[src/pkg/prp_defines.svh]
`ifndef PRP_DEFINES_SVH
`define PRP_DEFINES_SVH

// ****************
// packet kinds and completion status
// ****************
`define PRP_KIND_MRD      3'h0
`define PRP_KIND_MWR      3'h1
`define PRP_KIND_CFGRD    3'h2
`define PRP_KIND_CFGWR    3'h3
`define PRP_KIND_CPL      3'h4
`define PRP_KIND_CPLD     3'h5
`define PRP_ST_SC         3'h0
`define PRP_ST_UR         3'h1
`define PRP_ST_CRS        3'h2

// ****************
// address layout
// ****************
`define PRP_ADDR_HI       63
`define PRP_ADDR_LIM_LO   36
`define PRP_ADDR_LIM_W    28
`define PRP_CFG_REG_HI    11
`define PRP_CFG_FN_HI     27
`define PRP_CFG_FN_LO     12
`define PRP_CFG_EXT_BASE  12'h100

// ****************
// link training
// ****************
`define PRP_RATE_2G5      2'h0
`define PRP_RATE_5G0      2'h1
`define PRP_RATE_8G0      2'h2
`define PRP_WID_X1        5'h01
`define PRP_WID_X2        5'h02
`define PRP_WID_X4        5'h04
`define PRP_WID_X8        5'h08
`define PRP_WID_X16       5'h10
`define PRP_ENC_8B10B     1'h0
`define PRP_ENC_128B130B  1'h1
`define PRP_ST_DETECT     2'h0
`define PRP_ST_NEGOT      2'h1
`define PRP_ST_UP         2'h3
`define PRP_REFCLK_MHZ    100
`define PRP_RETRY_LIMIT   8'h08

`endif

[src/pkg/prp_pkg.sv]
`include "prp_defines.svh"

package prp_pkg;

    typedef struct packed {
        logic [2:0]  kind;
        logic [63:0] addr;
        logic [31:0] data;
        logic [7:0]  tag;
        logic [2:0]  status;
        logic        legacy;
    } prp_pkt_t;

    typedef enum logic [1:0] {
        PRP_DETECT = `PRP_ST_DETECT,
        PRP_NEGOT  = `PRP_ST_NEGOT,
        PRP_UP     = `PRP_ST_UP
    } prp_train_t;

    function automatic logic [4:0] prp_pick_width(input logic [4:0] a, input logic [4:0] b);
        logic [4:0] m;
        m = (a < b) ? a : b;
        if (m >= `PRP_WID_X16)
            return `PRP_WID_X16;
        else if (m >= `PRP_WID_X8)
            return `PRP_WID_X8;
        else if (m >= `PRP_WID_X4)
            return `PRP_WID_X4;
        else if (m >= `PRP_WID_X2)
            return `PRP_WID_X2;
        else
            return `PRP_WID_X1;
    endfunction : prp_pick_width

    function automatic logic [1:0] prp_pick_rate(input logic [1:0] a, input logic [1:0] b);
        logic [1:0] m;
        m = (a < b) ? a : b;
        return (m > `PRP_RATE_8G0) ? `PRP_RATE_8G0 : m;
    endfunction : prp_pick_rate

    function automatic logic prp_encoding(input logic [1:0] rate);
        return (rate == `PRP_RATE_8G0) ? `PRP_ENC_128B130B : `PRP_ENC_8B10B;
    endfunction : prp_encoding

endpackage : prp_pkg

[src/pkg/prp_link_if.sv]
`timescale 1ns/1ps

interface prp_link_if;
    logic              dn_valid;
    logic              dn_ready;
    prp_pkg::prp_pkt_t dn_pkt;
    logic              up_valid;
    logic              up_ready;
    prp_pkg::prp_pkt_t up_pkt;
    logic              ts_valid;
    logic [4:0]        ts_width;
    logic [1:0]        ts_rate;
    logic              ep_present;
    logic              ep_ts_valid;
    logic [4:0]        ep_width;
    logic [1:0]        ep_rate;
    logic              link_up;
    logic [4:0]        link_width;
    logic [1:0]        link_rate;
    logic              link_enc;
    logic              lane_rev;

    modport root (
        output dn_valid, dn_pkt, up_ready, ts_valid, ts_width, ts_rate,
               link_up, link_width, link_rate, link_enc, lane_rev,
        input  dn_ready, up_valid, up_pkt, ep_present, ep_ts_valid, ep_width, ep_rate
    );
    modport ep (
        input  dn_valid, dn_pkt, up_ready, ts_valid, ts_width, ts_rate,
               link_up, link_width, link_rate, link_enc, lane_rev,
        output dn_ready, up_valid, up_pkt, ep_present, ep_ts_valid, ep_width, ep_rate
    );
endinterface : prp_link_if

[src/verilog/prp_root_port.sv]
`timescale 1ns/1ps
`include "prp_defines.svh"

// Summary of operation
// RULE_01: downstream addresses keep bits 63:36 zero
// RULE_02: upstream reads above 64 GB get UR
// RULE_03: upstream writes above 64 GB silently dropped
// RULE_04: retry-status configuration completions are reissued
// RULE_05: low 256 config bytes are legacy registers
// RULE_06: 4-KB config block, extended from 100h
// RULE_07: peer traffic: VC0 posted writes only
// RULE_08: width trains x16 down to x1
// RULE_09: rates 2.5, 5.0, 8.0 GT/s negotiated
// RULE_10: 5.0 GT/s uses 8b/10b
// RULE_11: 8.0 GT/s uses 128b/130b
// RULE_12: lane reversal static only, strap
// RULE_13: no hot-plug handling at all
// RULE_14: link trains automatically after reset
// RULE_15: link timed from 100 MHz reference
// RULE_16: above-64 GB test ORs bits 63:36
// RULE_17: configuration reissues bounded by limit

module prp_root_port #(
    parameter int          BUF_DEPTH   = 2,
    parameter logic [7:0]  RETRY_LIMIT = `PRP_RETRY_LIMIT
) (
    input  wire logic              clk,
    input  wire logic              reset,
    input  wire logic              ce,
    prp_link_if.root               lnk,
    input  wire logic [4:0]        max_width,
    input  wire logic [1:0]        max_rate,
    input  wire logic              lane_rev_strap,
    input  wire logic              req_valid,
    output logic                   req_ready,
    input  wire prp_pkg::prp_pkt_t req_pkt,
    input  wire logic              peer_valid,
    output logic                   peer_ready,
    input  wire logic [2:0]        peer_vc,
    input  wire prp_pkg::prp_pkt_t peer_pkt,
    output logic                   peer_drop,
    output logic                   cpl_valid,
    output prp_pkg::prp_pkt_t      cpl_pkt,
    output logic                   fwd_valid,
    output prp_pkg::prp_pkt_t      fwd_pkt,
    output logic                   up_drop
);

    // ****************
    // link training
    // ****************
    prp_pkg::prp_train_t st_r;
    logic [4:0]          width_r;
    logic [1:0]          rate_r;
    logic                lane_rev_r;
    logic                strap_done_r;

    // RULE_14: self-started training
    // RULE_13: no retrain on removal
    always_ff @(posedge clk) begin
        if (reset)
            st_r <= prp_pkg::PRP_DETECT;
        else if (ce) begin
            unique case (st_r)
                prp_pkg::PRP_DETECT: if (lnk.ep_present) st_r <= prp_pkg::PRP_NEGOT;
                prp_pkg::PRP_NEGOT:  if (lnk.ep_ts_valid) st_r <= prp_pkg::PRP_UP;
                prp_pkg::PRP_UP:     st_r <= prp_pkg::PRP_UP;
                default:             st_r <= prp_pkg::PRP_DETECT;
            endcase
        end
    end

    // RULE_08: common width
    // RULE_09: common rate
    always_ff @(posedge clk) begin
        if (reset) begin
            width_r <= `PRP_WID_X1;
            rate_r  <= `PRP_RATE_2G5;
        end else if (ce && st_r == prp_pkg::PRP_NEGOT && lnk.ep_ts_valid) begin
            width_r <= prp_pkg::prp_pick_width(max_width, lnk.ep_width);
            rate_r  <= prp_pkg::prp_pick_rate(max_rate, lnk.ep_rate);
        end
    end

    // RULE_12: strap caught once
    always_ff @(posedge clk) begin
        if (reset) begin
            lane_rev_r   <= 1'b0;
            strap_done_r <= 1'b0;
        end else if (ce && !strap_done_r) begin
            lane_rev_r   <= lane_rev_strap;
            strap_done_r <= 1'b1;
        end
    end

    logic link_up;
    assign link_up        = (st_r == prp_pkg::PRP_UP);
    assign lnk.ts_valid   = (st_r == prp_pkg::PRP_NEGOT);
    assign lnk.ts_width   = max_width;
    assign lnk.ts_rate    = max_rate;
    assign lnk.link_up    = link_up;
    assign lnk.link_width = width_r;
    assign lnk.link_rate  = rate_r;
    // RULE_10: 8b/10b below gen3
    // RULE_11: 128b/130b at gen3
    assign lnk.link_enc   = prp_pkg::prp_encoding(rate_r);
    assign lnk.lane_rev   = lane_rev_r;

    // ****************
    // upstream checks
    // ****************
    logic up_high;
    logic up_is_req;
    logic up_is_cpl;
    logic up_take;
    logic ur_pend_r;
    logic [7:0] ur_tag_r;

    // RULE_16: OR of bits 63:36
    assign up_high   = |lnk.up_pkt.addr[`PRP_ADDR_HI:`PRP_ADDR_LIM_LO];
    assign up_is_req = (lnk.up_pkt.kind == `PRP_KIND_MRD) || (lnk.up_pkt.kind == `PRP_KIND_MWR);
    assign up_is_cpl = (lnk.up_pkt.kind == `PRP_KIND_CPL) || (lnk.up_pkt.kind == `PRP_KIND_CPLD);
    // one pending UR at a time stalls the link
    assign lnk.up_ready = link_up && !ur_pend_r;
    assign up_take      = lnk.up_valid && lnk.up_ready;

    // ****************
    // configuration retry
    // ****************
    logic              cfg_busy_r;
    prp_pkg::prp_pkt_t cfg_hold_r;
    logic [7:0]        retry_cnt_r;
    logic              retry_pend_r;
    logic              cfg_cpl;
    logic              crs_hit;
    logic              do_retry;

    assign cfg_cpl  = up_take && up_is_cpl && cfg_busy_r && (lnk.up_pkt.tag == cfg_hold_r.tag);
    assign crs_hit  = cfg_cpl && (lnk.up_pkt.status == `PRP_ST_CRS);
    // RULE_17: bounded reissue count
    assign do_retry = crs_hit && (retry_cnt_r < RETRY_LIMIT);

    // ****************
    // two-entry downstream buffer
    // ****************
    prp_pkg::prp_pkt_t buf_mem [BUF_DEPTH];
    logic [$clog2(BUF_DEPTH)-1:0] wr_ptr_r;
    logic [$clog2(BUF_DEPTH)-1:0] rd_ptr_r;
    logic [$clog2(BUF_DEPTH):0]   cnt_r;
    logic              buf_in_ready;
    logic              buf_push;
    logic              buf_pop;
    prp_pkg::prp_pkt_t push_pkt;
    logic              sel_retry;
    logic              sel_ur;
    logic              sel_peer;
    logic              sel_req;
    logic              req_is_cfg;
    logic              peer_ok;

    assign buf_in_ready = link_up && (cnt_r != BUF_DEPTH[$clog2(BUF_DEPTH):0]);
    assign buf_pop      = lnk.dn_valid && lnk.dn_ready;
    assign lnk.dn_valid = (cnt_r != '0);
    assign lnk.dn_pkt   = buf_mem[rd_ptr_r];

    assign req_is_cfg = (req_pkt.kind == `PRP_KIND_CFGRD) || (req_pkt.kind == `PRP_KIND_CFGWR);
    // RULE_07: peer posted writes on VC0
    assign peer_ok    = (peer_pkt.kind == `PRP_KIND_MWR) && (peer_vc == 3'h0);

    // fixed priority: retry, UR, peer, fabric
    assign sel_retry  = buf_in_ready && retry_pend_r;
    assign sel_ur     = buf_in_ready && !retry_pend_r && ur_pend_r;
    assign sel_peer   = buf_in_ready && !retry_pend_r && !ur_pend_r && peer_valid && peer_ok;
    assign peer_ready = (buf_in_ready && !retry_pend_r && !ur_pend_r) || !peer_ok;
    assign req_ready  = buf_in_ready && !retry_pend_r && !ur_pend_r && !(peer_valid && peer_ok)
                        && !(req_is_cfg && cfg_busy_r);
    assign sel_req    = req_valid && req_ready;
    assign buf_push   = sel_retry || sel_ur || sel_peer || sel_req;

    always_comb begin
        push_pkt = req_pkt;
        if (sel_retry)
            push_pkt = cfg_hold_r;
        else if (sel_ur) begin
            push_pkt        = '0;
            push_pkt.kind   = `PRP_KIND_CPL;
            push_pkt.tag    = ur_tag_r;
            // RULE_02: UR answer
            push_pkt.status = `PRP_ST_UR;
        end else if (sel_peer)
            push_pkt = peer_pkt;
        // RULE_05: low 256 bytes legacy
        // RULE_06: 4-KB block per function
        push_pkt.legacy = (push_pkt.kind == `PRP_KIND_CFGRD || push_pkt.kind == `PRP_KIND_CFGWR)
                          && (push_pkt.addr[`PRP_CFG_REG_HI:0] < `PRP_CFG_EXT_BASE);
        if (push_pkt.kind == `PRP_KIND_CFGRD || push_pkt.kind == `PRP_KIND_CFGWR)
            push_pkt.addr[`PRP_ADDR_HI:`PRP_CFG_FN_HI+1] = '0;
        // RULE_01: clear bits 63:36
        push_pkt.addr[`PRP_ADDR_HI:`PRP_ADDR_LIM_LO] = '0;
    end

    always_ff @(posedge clk) begin
        if (ce && buf_push)
            buf_mem[wr_ptr_r] <= push_pkt;
    end

    always_ff @(posedge clk) begin
        if (reset) begin
            wr_ptr_r <= '0;
            rd_ptr_r <= '0;
            cnt_r    <= '0;
        end else if (ce) begin
            if (buf_push)
                wr_ptr_r <= wr_ptr_r + 1'b1;
            if (buf_pop)
                rd_ptr_r <= rd_ptr_r + 1'b1;
            cnt_r <= cnt_r + {{$clog2(BUF_DEPTH){1'b0}}, buf_push} - {{$clog2(BUF_DEPTH){1'b0}}, buf_pop};
        end
    end

    // RULE_04: hold and reissue
    always_ff @(posedge clk) begin
        if (reset) begin
            cfg_busy_r   <= 1'b0;
            cfg_hold_r   <= '0;
            retry_cnt_r  <= '0;
            retry_pend_r <= 1'b0;
        end else if (ce) begin
            if (sel_req && req_is_cfg) begin
                cfg_busy_r  <= 1'b1;
                cfg_hold_r  <= push_pkt;
                retry_cnt_r <= '0;
            end else if (cfg_cpl && !do_retry)
                cfg_busy_r <= 1'b0;
            if (do_retry) begin
                retry_pend_r <= 1'b1;
                retry_cnt_r  <= retry_cnt_r + 8'h01;
            end else if (sel_retry)
                retry_pend_r <= 1'b0;
        end
    end

    // RULE_02: queue UR for high read
    always_ff @(posedge clk) begin
        if (reset) begin
            ur_pend_r <= 1'b0;
            ur_tag_r  <= '0;
        end else if (ce) begin
            if (up_take && up_high && lnk.up_pkt.kind == `PRP_KIND_MRD) begin
                ur_pend_r <= 1'b1;
                ur_tag_r  <= lnk.up_pkt.tag;
            end else if (sel_ur)
                ur_pend_r <= 1'b0;
        end
    end

    // ****************
    // fabric outputs
    // ****************
    always_ff @(posedge clk) begin
        if (reset) begin
            cpl_valid <= 1'b0;
            cpl_pkt   <= '0;
            fwd_valid <= 1'b0;
            fwd_pkt   <= '0;
            up_drop   <= 1'b0;
            peer_drop <= 1'b0;
        end else if (ce) begin
            // retried completions stay hidden from the fabric
            cpl_valid <= up_take && up_is_cpl && !do_retry;
            cpl_pkt   <= lnk.up_pkt;
            fwd_valid <= up_take && up_is_req && !up_high;
            fwd_pkt   <= lnk.up_pkt;
            // RULE_03: high write dropped
            up_drop   <= up_take && up_high && lnk.up_pkt.kind == `PRP_KIND_MWR;
            // RULE_07: peer reads and non-VC0 writes refused
            peer_drop <= peer_valid && !peer_ok;
        end
    end

    // RULE_15: clk stands for reference
    localparam int REFCLK_MHZ = `PRP_REFCLK_MHZ;

endmodule : prp_root_port

[src/flat_wrapper.sv]
// flat-port wrapper written by rule: the top's interface ports become plain ports
module prp_root_port_flat 
#(
    parameter int          BUF_DEPTH   = 2,
    parameter logic [7:0]  RETRY_LIMIT = `PRP_RETRY_LIMIT
)
  (clk, reset, ce, max_width, max_rate, lane_rev_strap, req_valid, req_ready, req_pkt, peer_valid, peer_ready, peer_vc, peer_pkt, peer_drop, cpl_valid, cpl_pkt, fwd_valid, fwd_pkt, up_drop, lnk_dn_valid, lnk_dn_pkt, lnk_up_ready, lnk_ts_valid, lnk_ts_width, lnk_ts_rate, lnk_link_up, lnk_link_width, lnk_link_rate, lnk_link_enc, lnk_lane_rev, lnk_dn_ready, lnk_up_valid, lnk_up_pkt, lnk_ep_present, lnk_ep_ts_valid, lnk_ep_width, lnk_ep_rate);
  prp_link_if lnk_i ();
  input  wire logic clk;
  input  wire logic reset;
  input  wire logic ce;
  input  wire logic [4:0] max_width;
  input  wire logic [1:0] max_rate;
  input  wire logic lane_rev_strap;
  input  wire logic req_valid;
  output logic req_ready;
  input  wire prp_pkg::prp_pkt_t req_pkt;
  input  wire logic peer_valid;
  output logic peer_ready;
  input  wire logic [2:0] peer_vc;
  input  wire prp_pkg::prp_pkt_t peer_pkt;
  output logic peer_drop;
  output logic cpl_valid;
  output prp_pkg::prp_pkt_t cpl_pkt;
  output logic fwd_valid;
  output prp_pkg::prp_pkt_t fwd_pkt;
  output logic up_drop;
  output wire logic [$bits(lnk_i.dn_valid)-1:0] lnk_dn_valid;
  output wire logic [$bits(lnk_i.dn_pkt)-1:0] lnk_dn_pkt;
  output wire logic [$bits(lnk_i.up_ready)-1:0] lnk_up_ready;
  output wire logic [$bits(lnk_i.ts_valid)-1:0] lnk_ts_valid;
  output wire logic [$bits(lnk_i.ts_width)-1:0] lnk_ts_width;
  output wire logic [$bits(lnk_i.ts_rate)-1:0] lnk_ts_rate;
  output wire logic [$bits(lnk_i.link_up)-1:0] lnk_link_up;
  output wire logic [$bits(lnk_i.link_width)-1:0] lnk_link_width;
  output wire logic [$bits(lnk_i.link_rate)-1:0] lnk_link_rate;
  output wire logic [$bits(lnk_i.link_enc)-1:0] lnk_link_enc;
  output wire logic [$bits(lnk_i.lane_rev)-1:0] lnk_lane_rev;
  input wire logic [$bits(lnk_i.dn_ready)-1:0] lnk_dn_ready;
  input wire logic [$bits(lnk_i.up_valid)-1:0] lnk_up_valid;
  input wire logic [$bits(lnk_i.up_pkt)-1:0] lnk_up_pkt;
  input wire logic [$bits(lnk_i.ep_present)-1:0] lnk_ep_present;
  input wire logic [$bits(lnk_i.ep_ts_valid)-1:0] lnk_ep_ts_valid;
  input wire logic [$bits(lnk_i.ep_width)-1:0] lnk_ep_width;
  input wire logic [$bits(lnk_i.ep_rate)-1:0] lnk_ep_rate;
  assign lnk_dn_valid = lnk_i.dn_valid;
  assign lnk_dn_pkt = lnk_i.dn_pkt;
  assign lnk_up_ready = lnk_i.up_ready;
  assign lnk_ts_valid = lnk_i.ts_valid;
  assign lnk_ts_width = lnk_i.ts_width;
  assign lnk_ts_rate = lnk_i.ts_rate;
  assign lnk_link_up = lnk_i.link_up;
  assign lnk_link_width = lnk_i.link_width;
  assign lnk_link_rate = lnk_i.link_rate;
  assign lnk_link_enc = lnk_i.link_enc;
  assign lnk_lane_rev = lnk_i.lane_rev;
  assign lnk_i.dn_ready = lnk_dn_ready;
  assign lnk_i.up_valid = lnk_up_valid;
  assign lnk_i.up_pkt = lnk_up_pkt;
  assign lnk_i.ep_present = lnk_ep_present;
  assign lnk_i.ep_ts_valid = lnk_ep_ts_valid;
  assign lnk_i.ep_width = lnk_ep_width;
  assign lnk_i.ep_rate = lnk_ep_rate;
  prp_root_port #(.BUF_DEPTH(BUF_DEPTH), .RETRY_LIMIT(RETRY_LIMIT)) u_core (.clk(clk), .reset(reset), .ce(ce), .lnk(lnk_i), .max_width(max_width), .max_rate(max_rate), .lane_rev_strap(lane_rev_strap), .req_valid(req_valid), .req_ready(req_ready), .req_pkt(req_pkt), .peer_valid(peer_valid), .peer_ready(peer_ready), .peer_vc(peer_vc), .peer_pkt(peer_pkt), .peer_drop(peer_drop), .cpl_valid(cpl_valid), .cpl_pkt(cpl_pkt), .fwd_valid(fwd_valid), .fwd_pkt(fwd_pkt), .up_drop(up_drop));
endmodule
[config.mk]
export PLATFORM = sky130hd
export DESIGN_NAME = prp_root_port_flat
export DESIGN_NICKNAME = d
export VERILOG_FILES = /design/src/pkg/prp_pkg.sv /design/src/pkg/prp_link_if.sv /design/src/verilog/prp_root_port.sv /design/src/flat_wrapper.sv
export VERILOG_INCLUDE_DIRS = /design/src /design/src/pkg
export SDC_FILE = /design/constraint.sdc
export NUM_CORES = 1
export LEC_CHECK = 0
export ABC_AREA = 0
export BUFFER_PORTS_ARGS = -buffer_cell sky130_fd_sc_hd__buf_2
export CAP_MARGIN = 20
export CORE_AREA = 8 8 275 277
export DETAILED_ROUTE_END_ITERATION = 10
export DIE_AREA = 0 0 283 285
export GPL_ROUTABILITY_DRIVEN = 0
export HOLD_SLACK_MARGIN = 0.05
export SLEW_MARGIN = 20
export SYNTH_ARGS = -nofsm -noshare
export SYNTH_HDL_FRONTEND = slang
export SYNTH_SLANG_ARGS = --single-unit
export TNS_END_PERCENT = 5
[constraint.sdc]
create_clock -name clk -period 5.59 [get_ports clk]
set_clock_uncertainty 0.2 [all_clocks]
set_input_delay 0.2795 -clock clk [delete_from_list [all_inputs] [get_ports clk]]
set_output_delay 0.2795 -clock clk [all_outputs]
set_load 0.02 [all_outputs]
== Yosys cells after proc, flatten, opt, wreduce, memory -nomap -nowiden ==
Memory sizes are Yosys's and may differ from the RTL's. A register that Yosys moved wholly into a read port is not among the register bits.
Cells that the tools add are included.

* Word-level logic and storage cells: 156
* Input port bits: 360
* RAM bits: 166
* Memories: 1
* Output and inout port bits: 359
* Bits in registers: 232

* Mux-type cells: 27
* Equal/unequal tests: 16
* Reduce and logical (&&, ||, !) cells: 69
* $add $sub $neg: 5
* $lt $le $gt $ge: 9

{| class="wikitable"
|+ Memories
! memory !! words !! bits a word !! read ports !! clocked after Yosys merged registers in !! wr ports !! RTL line !! text
|-
| u_core.buf_mem || 2 || 83 || 1 || 1 || 1 || prp_root_port.sv:146 || <nowiki>prp_pkg::prp_pkt_t buf_mem [BUF_DEPTH];</nowiki>
|}

{| class="wikitable"
|+ Operators by type and width
! cell !! count
|-
| $mux 111 || 3
|-
| $logic_and 1x1->1 || 35
|-
| $reduce_or 28->1 || 1
|-
| $mux 8 || 3
|-
| $mux 5 || 4
|-
| $reduce_and 2->1 || 8
|-
| $eq 3x2->1 const B || 5
|-
| $lt 12x9->1 const B || 1
|-
| $mux 1 || 11
|-
| $mux 2 || 5
|-
| $reduce_bool 2->1 || 5
|-
| $add 8x1->8 const B || 1
|-
| $eq 8x8->1 || 1
|-
| $logic_not 1->1 || 8
|-
| $logic_or 1x1->1 || 8
|-
| $lt 8x4->1 const B || 1
|-
| $eq 3x1->1 const B || 2
|-
| $eq 3x3->1 const B || 2
|-
| $logic_not 3->1 || 2
|-
| $pmux 2 s3 || 1
|-
| $ge 5x2->1 const B || 1
|-
| $ge 5x3->1 const B || 1
|-
| $ge 5x4->1 const B || 1
|-
| $ge 5x5->1 const B || 1
|-
| other kinds (12) || 15
|}

== Logic depth before layout (Yosys ltp) ==
Gate-level depths: netlist of the first run.

* Depth after elaboration: 12
* Gate-level depth with buffers: 10

== Worst setup path before layout of the first run ==
OpenSTA, ideal clock, no wires.

* Kind: register -> register
* From: register u_core.st_r[1]
* To: memory u_core.buf_mem[0][0] (netlist bit), enable pin
* Data required time: 4855 ps
* Stages on the path, launching flop included: 8
* Clock period less this slack: 5731 ps
* Buffers on the path: 1
* Arrival time: 4996 ps
* Setup time: 535 ps
* Path slack: -141 ps
* Path through: dfxtp_1 > nand2_2 > inv_2 > nand2_1 > clkbuf_1 > a31oi_1 > and2_1 > nor2b_1

* Longest elaborated chain between the ends: 11
* Elaborated cells on any way between the ends: 17
* Classes of those cells: eq/ne (1); mux (2); reduce/logical (14)

{| class="wikitable"
|+ RTL lines
! element !! RTL line !! text
|-
| start, declared || prp_root_port.sv:52 || <nowiki>prp_pkg::prp_train_t st_r;</nowiki>
|-
| start signal, assigned || prp_root_port.sv:62 || <nowiki>st_r <= prp_pkg::PRP_DETECT;</nowiki>
|-
| start signal, assigned || prp_root_port.sv:65 || <nowiki>prp_pkg::PRP_DETECT: if (lnk.ep_present) st_r <= prp_pkg::PRP_NEGOT;</nowiki>
|-
| start signal, assigned || prp_root_port.sv:66 || <nowiki>prp_pkg::PRP_NEGOT: if (lnk.ep_ts_valid) st_r <= prp_pkg::PRP_UP;</nowiki>
|-
| $eq 2x2->1 * || prp_root_port.sv:97 || <nowiki>assign link_up = (st_r == prp_pkg::PRP_UP);</nowiki>
|-
| via lnk_link_up || flat_wrapper.sv:34 || <nowiki>output wire logic [$bits(lnk_i.link_up)-1:0] lnk_link_up;</nowiki>
|-
| $logic_and 1x1->1 * || prp_root_port.sv:161 || <nowiki>assign buf_in_ready = link_up && (cnt_r != BUF_DEPTH[$clog2(BUF_DEPTH):0]);</nowiki>
|-
| $logic_and 1x1->1 || prp_root_port.sv:172, prp_root_port.sv:173, prp_root_port.sv:175 ||
|-
| $logic_and 1x1->1 || prp_root_port.sv:173, prp_root_port.sv:175 ||
|-
| $logic_and 1x1->1, on equally long branches || prp_root_port.sv:173, prp_root_port.sv:175 ||
|-
| $logic_and 1x1->1, on equally long branches || prp_root_port.sv:173, prp_root_port.sv:176 ||
|-
| $logic_or 1x1->1 / $logic_and 1x1->1 (equally long branches) || prp_root_port.sv:178, prp_root_port.sv:177 ||
|-
| $logic_or 1x1->1 * || prp_root_port.sv:178 || <nowiki>assign buf_push = sel_retry || sel_ur || sel_peer || sel_req;</nowiki>
|-
| $logic_and 1x1->1 * || prp_root_port.sv:203 || <nowiki>if (ce && buf_push)</nowiki>
|-
| $mux 1 * || prp_root_port.sv:203 ||
|-
| $mux 1 (not written as such) * || prp_root_port.sv:204 || <nowiki>buf_mem[wr_ptr_r] <= push_pkt;</nowiki>
|-
| end, declared || prp_root_port.sv:146 ||
|}

Mark *: on every way through the listed nets, which the timed path passes. The rest lies on a longest branch.

==> results of run 1 <==
[cells in the mapped netlist, types with 8 or more instances]
library cell and n:
nor2_1 296, dfxtp_1 232, edfxtp_1 166, buf_4 151, mux2i_1 131, mux2_2 90, nor3_1 77, clkbuf_1 76
a21oi_1 75, nand3_1 64, o21ai_0 64, a21o_1 59, nand2_1 26, a22oi_1 18, buf_1 17, and2_1 16
inv_1 14, buf_2 13, nor4_1 11, xnor2_1 11, ha_1 10, o21a_1 10, o22ai_1 8
[cell families (layout without fill, tap and decap cells)]
logic type / Yosys count / after routing / share of synthesized area (%)
AND/OR/NAND/NOR: 527 / 527 / 13.36
flip-flops: 398 / 398 / 54.23
buffers and inverters: 273 / 1047 / 9.097
AO/OA/AOI/OAI: 257 / 257 / 8.843
multiplexers: 222 / 222 / 13.16
XOR/XNOR: 12 / 12 / 0.5919
adder cells (fa/ha/maj): 10 / 10 / 0.7046
other: 1 / 31 / 0.02112
[routing by layer]
layer  up-vias  GRT usage, %  wire [um]
li1       7335             -          -
met2       612         27.56      32770
met4         2         3.812       1416
met3        96         3.682       4327
met1      7311         18.60      27230
met5         -             0         11
[critical path, stage by stage, from the launching register on]
cell           delay, ns
dfxtp_1             0.38
nand2_2             0.21
inv_2               0.24
nand2_1             0.38
nor2_4              0.97
buf_4               0.51
a21oi_1             0.08
dlygate4sd3_1       0.59
a21o_1              0.17
[sequential cells by signal (all words and copies together), names as in the netlist, 2 cells and up, named ones only]
| name | flops |
|---|---|
| u_core.buf_mem | 166 |
| u_core.cpl_pkt | 111 |
| u_core.cfg_hold_r | 82 |
| u_core.retry_cnt_r | 8 |
| u_core.ur_tag_r | 8 |
| u_core.lnk.link_width | 5 |
| u_core.cnt_r | 2 |
| u_core.lnk.link_rate | 2 |
| u_core.st_r | 2 |
[layout make-up]
cell class              instances  share of cell area [%]
well taps                     950                   4.689
repair buffers                946                   24.86
inverters                      15                  0.2221
clock buffers                  65                   5.103
multi-input cells            1056                   26.24
flip-flops and latches        398                   38.00
diodes                          3                 0.02961
clock inverters                21                  0.8637
[where the power goes]
group          switching [mW]  internal [mW]  total (mW)
registers              0.0467           3.08        3.12
clock network            1.24           1.77        3.01
logic                   0.437          0.377       0.814
total                    1.73           5.22        6.95
[layout by cell type (no fill, tap or decap), types with 4 or more instances in the layout]
master / n
a21o_1: 59
nor3b_1: 4
nand4_1: 4
a21oi_1: 75
buf_4: 16
o21ai_0: 64
clkbuf_1: 13
nor2_1: 295
edfxtp_1: 166
xnor2_1: 11
clkinv_2: 5
a22oi_1: 18
mux2i_1: 131
a311oi_1: 5
inv_1: 14
and2_1: 15
clkbuf_8: 6
o22ai_1: 8
mux2_2: 90
nand3_1: 64
clkbuf_16: 47
conb_1: 28
nor3_1: 77
nor2b_1: 4
dlygate4sd3_1: 296
buf_2: 630
dfxtp_1: 231
o21a_1: 10
nor4_1: 11
inv_6: 4
nand2_1: 25
a31oi_1: 5
ha_1: 10
[worst paths after layout]
path,slack (ns),startpoint,cells after the start,to
hold reg to reg,0.25,u_core.cfg_hold_r[110]$_SDFFE_PP0P_,2,u_core.cfg_hold_r[110]$_SDFFE_PP0P_
setup reg to reg,1.59,u_core.st_r[1]$_SDFFE_PP0P_,8,u_core.buf_mem[1][29]$_DFFE_PP_
hold / removal,0.08,peer_pkt[27],4,u_core.buf_mem[0][27]$_DFFE_PP_
setup / recovery,1.59,u_core.st_r[1]$_SDFFE_PP0P_,8,u_core.buf_mem[1][29]$_DFFE_PP_
==> summary.md, run 1 <==
| Metric | Value |
|---|---|
| TritonCTS clock tree | `built` |
| Top cell type's share of synthesized area | `28.07%` |
| First-pass iteration count of the detailed router | `7` |
| Vias | `15356` |
| Syn. warnings | `0` |
| Hold Buf Count CTS | `296` |
| Max H-tree Level | `2` |
| Hold Crit Class | `in2reg` |
| I/O Pins | `between 700 and 800` |
| DRT Wirelength | `65750 um` |
| # resized after CTS | `0` |
| All-Layer GR Usage | `between 10% and 20%` |
| FFs w/ async S/R, synth | `0%` |
| Ratio of cells with drive above 1 in the final layout | `33.15%` |
| Final net count | `2833` |
| RSZ-0062 raised after global routing | `false` |
| Core Util, Final | `35.71%` |
| Slew at the pin with the worst max-slew slack | `1.093 ns` |
| Worst vdd rail ir drop | `0.1730 mV` |
| Fin crit period | `around 4 ns` |
| Number of setup buffers added after CTS | `0` |
| Hold Fails Final Rpt | `0` |
| Main area contributors after synthesis | `edfxtp_1 28%, dfxtp_1 26%, mux2i_1 7.4%` |
| CTS Buffer Depth | `3` |
| Leak Pwr | `approximately 11 nW` |
| Clk pin slew, worst setup/hold paths | `about 0.06 ns` |
| Tot Pwr | `between 6 and 7 mW` |
| Die area | `80660 sq um` |
| Pwr/cell area | `274.2 nW/um^2` |
| Vias in the first global route | `16052` |
| Status | `finished, final reports clean` |
| Yosys cell types | `57` |
| Top achievable clock speed | `around 0.25 GHz` |
| Largest net degree at the start of global routing | `118` |
| Area delta synth->final | `42.76%` |
| Grt total ovfl | `0` |
| Number of enable flip-flop cells after synthesis | `166` |
| Filler cell count | `6980` |
| Normalized max-slew margin | `26.95%` |
| Ys flop type | `dfxtp_1` |
| Clock Tree Root | `clkbuf_16` |
| DR vias/cell | `between 4 and 5` |
| Placed cells | `3069` |
| Worst setup margin | `roughly 1.6 ns` |
| Clock Latency Late Sink | `0.57 ns` |
| Cell Area, Synth | `~18000 sq um` |
| Core box area | `71000 sq um` |
| Tcrit/Tclk final | `71.63%` |
| Pre-CTS WS | `2.026 ns` |
| Critical Path AT | `4.12 ns` |
| Die width | `around 280 um` |
| Antenna-violating nets left | `0` |
| Sequential Area | `9633 sq um` |
| Max_cap viols | `0` |
| Antenna violations before repair | `11` |
| Post-Synthesis Cells | `1700` |
| PortBufs | `632` |
| Site Rows | `98` |
| DR iter-0 viols | `between 800 and 900` |
| Syn avg cell area | `10.45 sq um` |
| HPWL after DPL | `44770 um` |
| DRC viols | `0` |
| Sequential share of the synthesized area | `54.23%` |
| Initial Util | `approximately 25%` |
| Final setup viols | `0` |
| Yosys reg bits | `398` |
| Crit path max fanout | `43` |
| CP Class | `reg2reg` |
| Placed Area | `20870 sq um` |
| First-pass GRT wire length | `99220 um` |
| Non-Filler Instances | `3454` |
| Critical Path RT | `5.70 ns` |
| Slew Viols, Final | `0` |
| Multi-input logic area | `around 6700 sq um` |
| CP Launch Type | `flip-flop` |
| Chip Height | `285 um` |
| Post-route cell area | `25350 sq um` |
| Setup_tns | `0 ns` |
| Routed WL per cell | `roughly 19 um` |
| Fin Hold WS | `between 0.07 and 0.08 ns` |
| TritonCTS buffer count | `46` |
| Post-synth top area cell | `edfxtp_1` |
| Clock sinks | `398` |
| Worst Setup End Kind | `flip-flop` |
No activity file was read; power rests on OpenSTA's default activity.
==> run 2: changes to the inputs <==
ABC_AREA = 1   (was 0)
CORE_AREA = 8 8 272 274   (was 8 8 275 277)
DIE_AREA = 0 0 280 282   (was 0 0 283 285)
clock period = 4 ns   (was 5.59 ns; I/O delays follow)
==> run 2 against run 1 <==
Effect of this change: critical endpoint is now u_core.lnk.link_width[1]$_SDFFE_PP0P_; critical path type unchanged; utilization is 1.8 points higher; sequential share of layout area decreased by 1.0 points; area after synthesis is 3.7% higher; critical path depth up 3; via count increased by 6.9%; register-to-register slack got worse by 1.1 ns.
==> summary.md, run 2 <==
| Metric | Value |
|---|---|
| Yosys reg bits | `398 (unchanged)` |
| Max H-tree Level | `2 (unchanged)` |
| Critical Path RT | `4.30 ns (-1.40 ns)` |
| Die area | `78960 sq um (-2.1%)` |
| FFs w/ async S/R, synth | `0% (unchanged)` |
| Multiplexer share of the synthesized area | `5.077% (-8.1 points)` |
| Synth Area in Compound Gates | `12.46% (+3.6 points)` |
| Pwr/cell area | `377.8 nW/um^2 (+38%)` |
| Syn. warnings | `0 (unchanged)` |
| RSZ-0062 raised after global routing | `false` |
| CP Launch Type | `flip-flop` |
| Clock Latency Late Sink | `0.57 ns (about the same)` |
| Final setup viols | `0 (unchanged)` |
| All-Layer GR Usage | `15.65% (+0.20 points)` |
| Syn avg cell area | `9.006 sq um (-14%)` |
| Sequential Area | `9633 sq um (unchanged)` |
| Highest routed layer | `met5` |
| DR iter-0 viols | `969 (+11%)` |
| Crit path max fanout | `7 (-84%)` |
| Grt total ovfl | `0 (unchanged)` |
| TritonCTS clock tree | `built` |
| PortBufs | `632 (unchanged)` |
| Core box area | `69540 sq um (-2.0%)` |
| Max reg flops | `166 (unchanged)` |
| Antenna-violating nets left | `0 (unchanged)` |
| Top cell type's share of synthesized area | `27.08% (-0.99 points)` |
| Clk pin slew, worst setup/hold paths | `0.06 ns (about the same)` |
| Top reg by flops | `u_core.buf_mem` |
| Most common cell in the netlist | `nor2_1` |
| Crit-path slowest cell | `dlygate4sd3_1` |
| Hold Startpoint | `ce` |
| Largest regs | `u_core.buf_mem: 166 flops, u_core.cpl_pkt: 111 flops, u_core.cfg_hold_r: 82 flops` |
| Slew Viols, Final | `0 (unchanged)` |
| Commonest non-fill, non-tap cell in the layout | `buf_2` |
| CP Class | `reg2reg` |
| Met1 WL | `26200 um (-3.8%)` |
| Worst Setup End Kind | `flip-flop` |
| Most frequent cells in the layout | `631 x buf_2, 362 x nor2_1, 314 x dlygate4sd3_1, 303 x nand2_1, 231 x dfxtp_1` |
| Largest family of logic cells by synthesized area | `simple AND/OR/NAND/NOR gates` |
| Critical Path AT | `3.84 ns (-0.28 ns)` |
| CP max stage delay | `0.60 ns (-0.37 ns)` |
| Post-Synth Simple-Gate Area | `16.39% (+3.0 points)` |
| Area delta synth->final | `41.53%` |
| Multi-input logic area | `6533 sq um (-1.8%)` |
| Hold endpoint | `u_core.strap_done_r$_SDFFE_PP0P_` |
| CP top delay family | `buffers and inverters` |
| Post-Synthesis Cells | `2044 (+20%)` |
| Antenna violations before repair | `11 (unchanged)` |
| Vias in the first global route | `16786 (+4.6%)` |
| Tcrit/Tclk final | `88.66% (+17 points)` |
| Post-Synth XOR/XNOR Area | `0.09515% (-0.50 points)` |
| Ratio of cells with drive above 1 in the final layout | `31.12% (-2.0 points)` |
| Adder-cell share of the synthesized area | `0.6797% (-0.025 points)` |
| Worst R2R Start | `u_core.st_r[0]$_SDFFE_PP0P_` |
| Hold Path Depth | `4 (unchanged)` |
| TritonCTS buffer count | `44 (-4.3%)` |
| DR vias/cell | `4.312 (-3.0%)` |
| DRC viols | `0 (unchanged)` |
| First-pass GRT wire length | `97250 um (-2.0%)` |
| Non-Filler Instances | `3806 (+10%)` |
| Post-synth top area cell | `edfxtp_1` |
| Vias | `16413 (+6.9%)` |
| First-pass iteration count of the detailed router | `5 (-2)` |
| Routed WL per cell | `17.28 um (-9.2%)` |
| Placed Area | `21450 sq um (+2.8%)` |
| Critical path's most frequent cell | `dlygate4sd3_1` |
| Synth cell count leaders | `364 x nor2_1, 303 x nand2_1, 232 x dfxtp_1, 200 x o21ai_0, 184 x inv_1` |
| Sequential share of the synthesized area | `52.31% (-1.9 points)` |
| HPWL after DPL | `45550 um (+1.7%)` |
| Status | `finished, final reports clean` |
| Post-route cell area | `26060 sq um (+2.8%)` |
| Reg2reg setup slack | `0.45 ns (-1.13 ns)` |
| Core Util, Final | `37.47% (+1.8 points)` |
| Number of enable flip-flop cells after synthesis | `166 (unchanged)` |
| Max_cap viols | `0 (unchanged)` |
| Placed cells | `3406 (+11%)` |
| Ys flop type | `dfxtp_1` |
| Hold Crit Class | `in2reg` |
| Site Rows | `97 (-1.0%)` |
| Final net count | `3196 (+13%)` |
| Leak Pwr | `12.02 nW (+8.5%)` |
| CP Buf/Inv Count | `5 (+2)` |
| Hold Fails Final Rpt | `0 (unchanged)` |
| Clock Tree Root | `clkbuf_16` |
| Die width | `280 um (-1.1%)` |
| Routed wl met3 | `3981 um (-8.0%)` |
| Clock sinks | `398 (unchanged)` |
| CTS Buffer Depth | `3 (unchanged)` |
| Largest net degree at the start of global routing | `94 (-20%)` |
| R2R cell count | `11 (+3)` |
| Yosys cell types | `44 (-23%)` |
| DRT Wirelength | `65780 um (about the same)` |
| Chip Height | `282 um (-1.1%)` |
| Setup_tns | `0 ns (unchanged)` |
| RR Endpoint | `u_core.lnk.link_width[1]$_SDFFE_PP0P_` |
| Cell Area, Synth | `18410 sq um (+3.7%)` |
| DR WL met2 | `33230 um (+1.4%)` |
| Slew at the pin with the worst max-slew slack | `0.9042 ns (-0.1890 ns)` |
| Initial Util | `26.47% (+1.5 points)` |
| Worst vdd rail ir drop | `0.2507 mV (+45%)` |
| Fin crit period | `3.546 ns (-0.4576 ns)` |
| Main area contributors after synthesis | `edfxtp_1 27%, dfxtp_1 25%, nor2_1 7.4%` |
| Filler cell count | `6944 (-0.52%)` |
| Top achievable clock speed | `0.2820 GHz (+13%)` |
| Normalized max-slew margin | `39.72% (+13 points)` |
| I/O Pins | `719 (unchanged)` |
| CP cell instances | `inv_1 > nor2_1 > nand3_1 > inv_1 > o21ai_0 > nor2_1 > dlygate4sd3_1 > nand3_1 > dlygate4sd3_1 > a21oi_1 > dlygate4sd3_1` |
run 2: worst max path at each step:
stage,cells after the start,start,slack [ns],end
after floorplan,10,u_core.st_r[1]$_SDFFE_PP0P_,-0.08,u_core.buf_mem[1][0]$_DFFE_PP_
after global placement,10,peer_pkt[108],1.18,u_core.buf_mem[1][45]$_DFFE_PP_
after detailed placement,9,peer_pkt[110],1.11,u_core.buf_mem[0][44]$_DFFE_PP_
after CTS,11,u_core.st_r[0]$_SDFFE_PP0P_,0.51,u_core.lnk.link_width[1]$_SDFFE_PP0P_
after global routing,11,u_core.st_r[0]$_SDFFE_PP0P_,0.14,u_core.lnk.link_width[1]$_SDFFE_PP0P_
final,11,u_core.st_r[0]$_SDFFE_PP0P_,0.45,u_core.lnk.link_width[1]$_SDFFE_PP0P_
run 2: routing by layer:
layer  track usage (%)  up-vias
li1                  -     8086
met1             18.14     7639
met2             27.95      583
met3             3.384      103
met4             6.158        2
met5                 0        -
run 2: area by class of cell:
cell class	count	area share [%]
sequential	398	36.97
inverter	189	2.756
multi-input combinational	1227	25.07
antenna	6	0.05763
tap	940	4.514
clock inverter	14	0.6147
timing repair buffer	966	25.08
clock buffer	66	4.937
run 2: tightest hold or removal path, delay by kind of cell:
family | cells | cell delay (ns)
compound gates | 1 | 0.16
buf+inv | 3 | 0.45
run 2: what timing repair did:
action                    CTS  global route
buffers inserted            0             0
hold endpoints to repair  380             0
gates resized for setup     0             0
hold buffers              314             0
run 2: through the flow:
stage | power, mW | hold WS, ns | worst slack [ns]
after floorplan | 5.220 | 0.1322 | -0.07750
after global placement | 5.614 | 0.2211 | 1.183
after detailed placement | 5.618 | 0.2261 | 1.112
after CTS | 9.974 | 0.07631 | 0.5088
after global routing | 10.26 | 0.1186 | 0.1391
final | 9.844 | 0.1146 | 0.4537
run 2: kinds of logic after synthesis:
logic type	after synthesis
AND/OR/NAND/NOR	744
buffers and inverters	446
flip-flops	398
AO/OA/AOI/OAI	360
multiplexers	83
adder cells (fa/ha/maj)	10
XOR/XNOR	2
other	1
run 2: report_power, final:
part	total (mW)	internal (mW)	leakage (nW)	switching, mW
Clock	4.07	2.42	0.709	1.65
Sequential	4.41	4.32	3.39	0.0915
Combinational	1.36	0.585	7.92	0.775
Total	9.84	7.32	12.0	2.52
==> run 3: changes to the inputs <==
CELL_PAD_IN_SITES_DETAIL_PLACEMENT = 0   (was unset)
CELL_PAD_IN_SITES_GLOBAL_PLACEMENT = 1   (was unset)
PLACE_DENSITY_LB_ADDON = 0.1   (was unset)
==> run 3 against run 2 <==
Effect of this change: clock power grew 9.8%; via count shrank 1.2%; highest routed layer is now met4; sequential share of layout area shrank 0.29 points; wire length grew 4.4%; worst hold slack gained 0.078 ns; setup slack lost 0.062 ns; count of clock-buffer cells in the layout grew 8; largest power group is now clock.
==> summary.md, run 3 (same netlist as run 2, synthesis figures left out) <==
| Metric | Value |
|---|---|
| Slew Viols, Final | `0 (unchanged)` |
| All-Layer GR Usage | `16.52% (+0.87 points)` |
| Vias in the first global route | `16824 (+0.23%)` |
| Antenna-violating nets left | `0 (unchanged)` |
| # resized after CTS | `0 (unchanged)` |
| Largest net degree at the start of global routing | `137 (+46%)` |
| Crit-path slowest cell | `buf_4` |
| Chip Height | `282 um (unchanged)` |
| Slew at the pin with the worst max-slew slack | `1.009 ns (+0.1048 ns)` |
| Status | `finished, final reports clean` |
| First-pass GRT wire length | `101800 um (+4.7%)` |
| Die area | `78960 sq um (unchanged)` |
| Worst Setup End Kind | `flip-flop` |
| Normalized max-slew margin | `32.74% (-7.0 points)` |
| Filler cell count | `7250 (+4.4%)` |
| Initial Util | `26.47% (unchanged)` |
| CP cell instances | `dlygate4sd3_1 > buf_4 > buf_4 > nand3_1 > inv_1 > o21ai_0 > nor2_1 > dlygate4sd3_1 > nand3_1 > a21oi_1 > dlygate4sd3_1` |
| Clk pin slew, worst setup/hold paths | `0.06 ns (about the same)` |
| Max H-tree Level | `2 (unchanged)` |
| CP Buf/Inv Count | `6 (+1)` |
| Most frequent cells in the layout | `631 x buf_2, 362 x nor2_1, 321 x dlygate4sd3_1, 303 x nand2_1, 231 x dfxtp_1` |
| Post-route cell area | `26260 sq um (+0.79%)` |
| DR vias/cell | `4.251 (-1.4%)` |
| CP top delay family | `buffers and inverters` |
| Ratio of cells with drive above 1 in the final layout | `31.03% (-0.084 points)` |
| Setup_tns | `0 ns (unchanged)` |
| DRC viols | `0 (unchanged)` |
| Hold Fails Final Rpt | `0 (unchanged)` |
| Clock Tree Root | `clkbuf_16` |
| CP max stage delay | `0.63 ns (+0.03 ns)` |
| Vias | `16221 (-1.2%)` |
| Critical Path RT | `4.32 ns (+0.02 ns)` |
| Leak Pwr | `12.13 nW (+0.91%)` |
| Critical path's most frequent cell | `dlygate4sd3_1` |
| Commonest non-fill, non-tap cell in the layout | `buf_2` |
| Top reg by flops | `u_core.buf_mem` |
| Top achievable clock speed | `0.2771 GHz (-1.7%)` |
| Pwr/cell area | `390.0 nW/um^2 (+3.2%)` |
| Clock Latency Late Sink | `0.57 ns (about the same)` |
| Largest regs | `u_core.buf_mem: 166 flops, u_core.cpl_pkt: 111 flops, u_core.cfg_hold_r: 82 flops` |
| I/O Pins | `719 (unchanged)` |
| Die width | `280 um (unchanged)` |
| Routed WL per cell | `17.99 um (+4.1%)` |
| Clock sinks | `398 (unchanged)` |
| Number of setup buffers added after CTS | `0 (unchanged)` |
| Critical Path AT | `3.92 ns (+0.08 ns)` |
| Non-Filler Instances | `3816 (+0.26%)` |
| Antenna violations before repair | `5 (-6)` |
| Grt total ovfl | `0 (unchanged)` |
| DRT Wirelength | `68660 um (+4.4%)` |
| Crit path max fanout | `82 (+75)` |
| PortBufs | `632 (unchanged)` |
| Max reg flops | `166 (unchanged)` |
| Core Util, Final | `37.76% (+0.30 points)` |
| Fin Hold WS | `0.1928 ns (+0.07825 ns)` |
| Placed Area | `21420 sq um (-0.15%)` |
| Max_cap viols | `0 (unchanged)` |
| CP Launch Type | `input pin` |
| Hold Buf Count CTS | `321 (+2.2%)` |
| CTS Buffer Depth | `3 (unchanged)` |
| Final net count | `3205 (+0.28%)` |
| TritonCTS buffer count | `50 (+14%)` |
| Core box area | `69540 sq um (unchanged)` |
| Placed cells | `3402 (-0.12%)` |
| CP Class | `in2reg` |
| First-pass iteration count of the detailed router | `5 (unchanged)` |
| Site Rows | `97 (unchanged)` |
| DR iter-0 viols | `806 (-17%)` |
| TritonCTS clock tree | `built` |
| Area delta synth->final | `42.65%` |
| Hold Crit Class | `in2reg` |
| Tcrit/Tclk final | `90.21% (+1.5 points)` |
| RSZ-0062 raised after global routing | `false` |
| Fin crit period | `3.608 ns (+0.06193 ns)` |
| HPWL after DPL | `48350 um (+6.2%)` |
| Final setup viols | `0 (unchanged)` |
| Worst vdd rail ir drop | `0.3085 mV (+23%)` |
[run 3: area by class of cell]
class	count	area [sq um]	share of cell area, %
Antenna cell	5	12.51	0.04765
Clock inverter	14	193.9	0.7385
Sequential cell	398	9633	36.68
Inverter	189	716.9	2.730
Timing Repair Buffer	969	6574	25.03
Tap cell	940	1176	4.479
Multi-Input combinational cell	1227	6533	24.88
Clock buffer	74	1421	5.413
[run 3: path summary, 6_finish.rpt]
kind                                                     startpoint                               endpoint  slack (ns)  depth (start not counted)
worst max-delay path                                             ce  u_core.lnk.link_width[1]$_SDFFE_PP0P_        0.39                         11
worst min-delay path                                 lnk_up_pkt[67]        u_core.cpl_pkt[67]$_SDFFE_PP0P_        0.19                          4
worst max register to register        u_core.ur_pend_r$_SDFFE_PP0P_          u_core.fwd_valid$_SDFFE_PP0P_        0.85                          8
worst min register to register  u_core.cfg_hold_r[110]$_SDFFE_PP0P_    u_core.cfg_hold_r[110]$_SDFFE_PP0P_        0.25                          2
[run 3: worst min-delay path, delay by kind of cell]
| kind | cells | cell delay, ns |
|---|---|---|
| buf+inv | 2 | 0.60 |
| simple gates | 2 | 0.11 |
[run 3: report_power, final]
| group | total (mW) | internal [mW] | switching, mW |
|---|---|---|---|
| Combinational | 1.35 | 0.584 | 0.770 |
| Sequential | 4.42 | 4.32 | 0.0988 |
| Clock | 4.47 | 2.70 | 1.76 |
| Total | 10.2 | 7.61 | 2.63 |
[run 3: metal layers]
metal	part of all wire [%]	track usage, %	wire length [um]
met4	2.7	5.147	1823
met5	0	0	0
met2	49	28.83	33840
met3	6.0	3.905	4125
met1	42	20.00	28870
[run 3: metrics by stage]
step	setup slack, ns	power [mW]
2_1_floorplan	-0.07750	5.220
4_1_cts	0.3708	10.44
3_3_place_gp	0.9103	5.633
3_5_place_dp	0.8814	5.635
5_1_grt	0.1025	10.70
6_report	0.3918	10.24
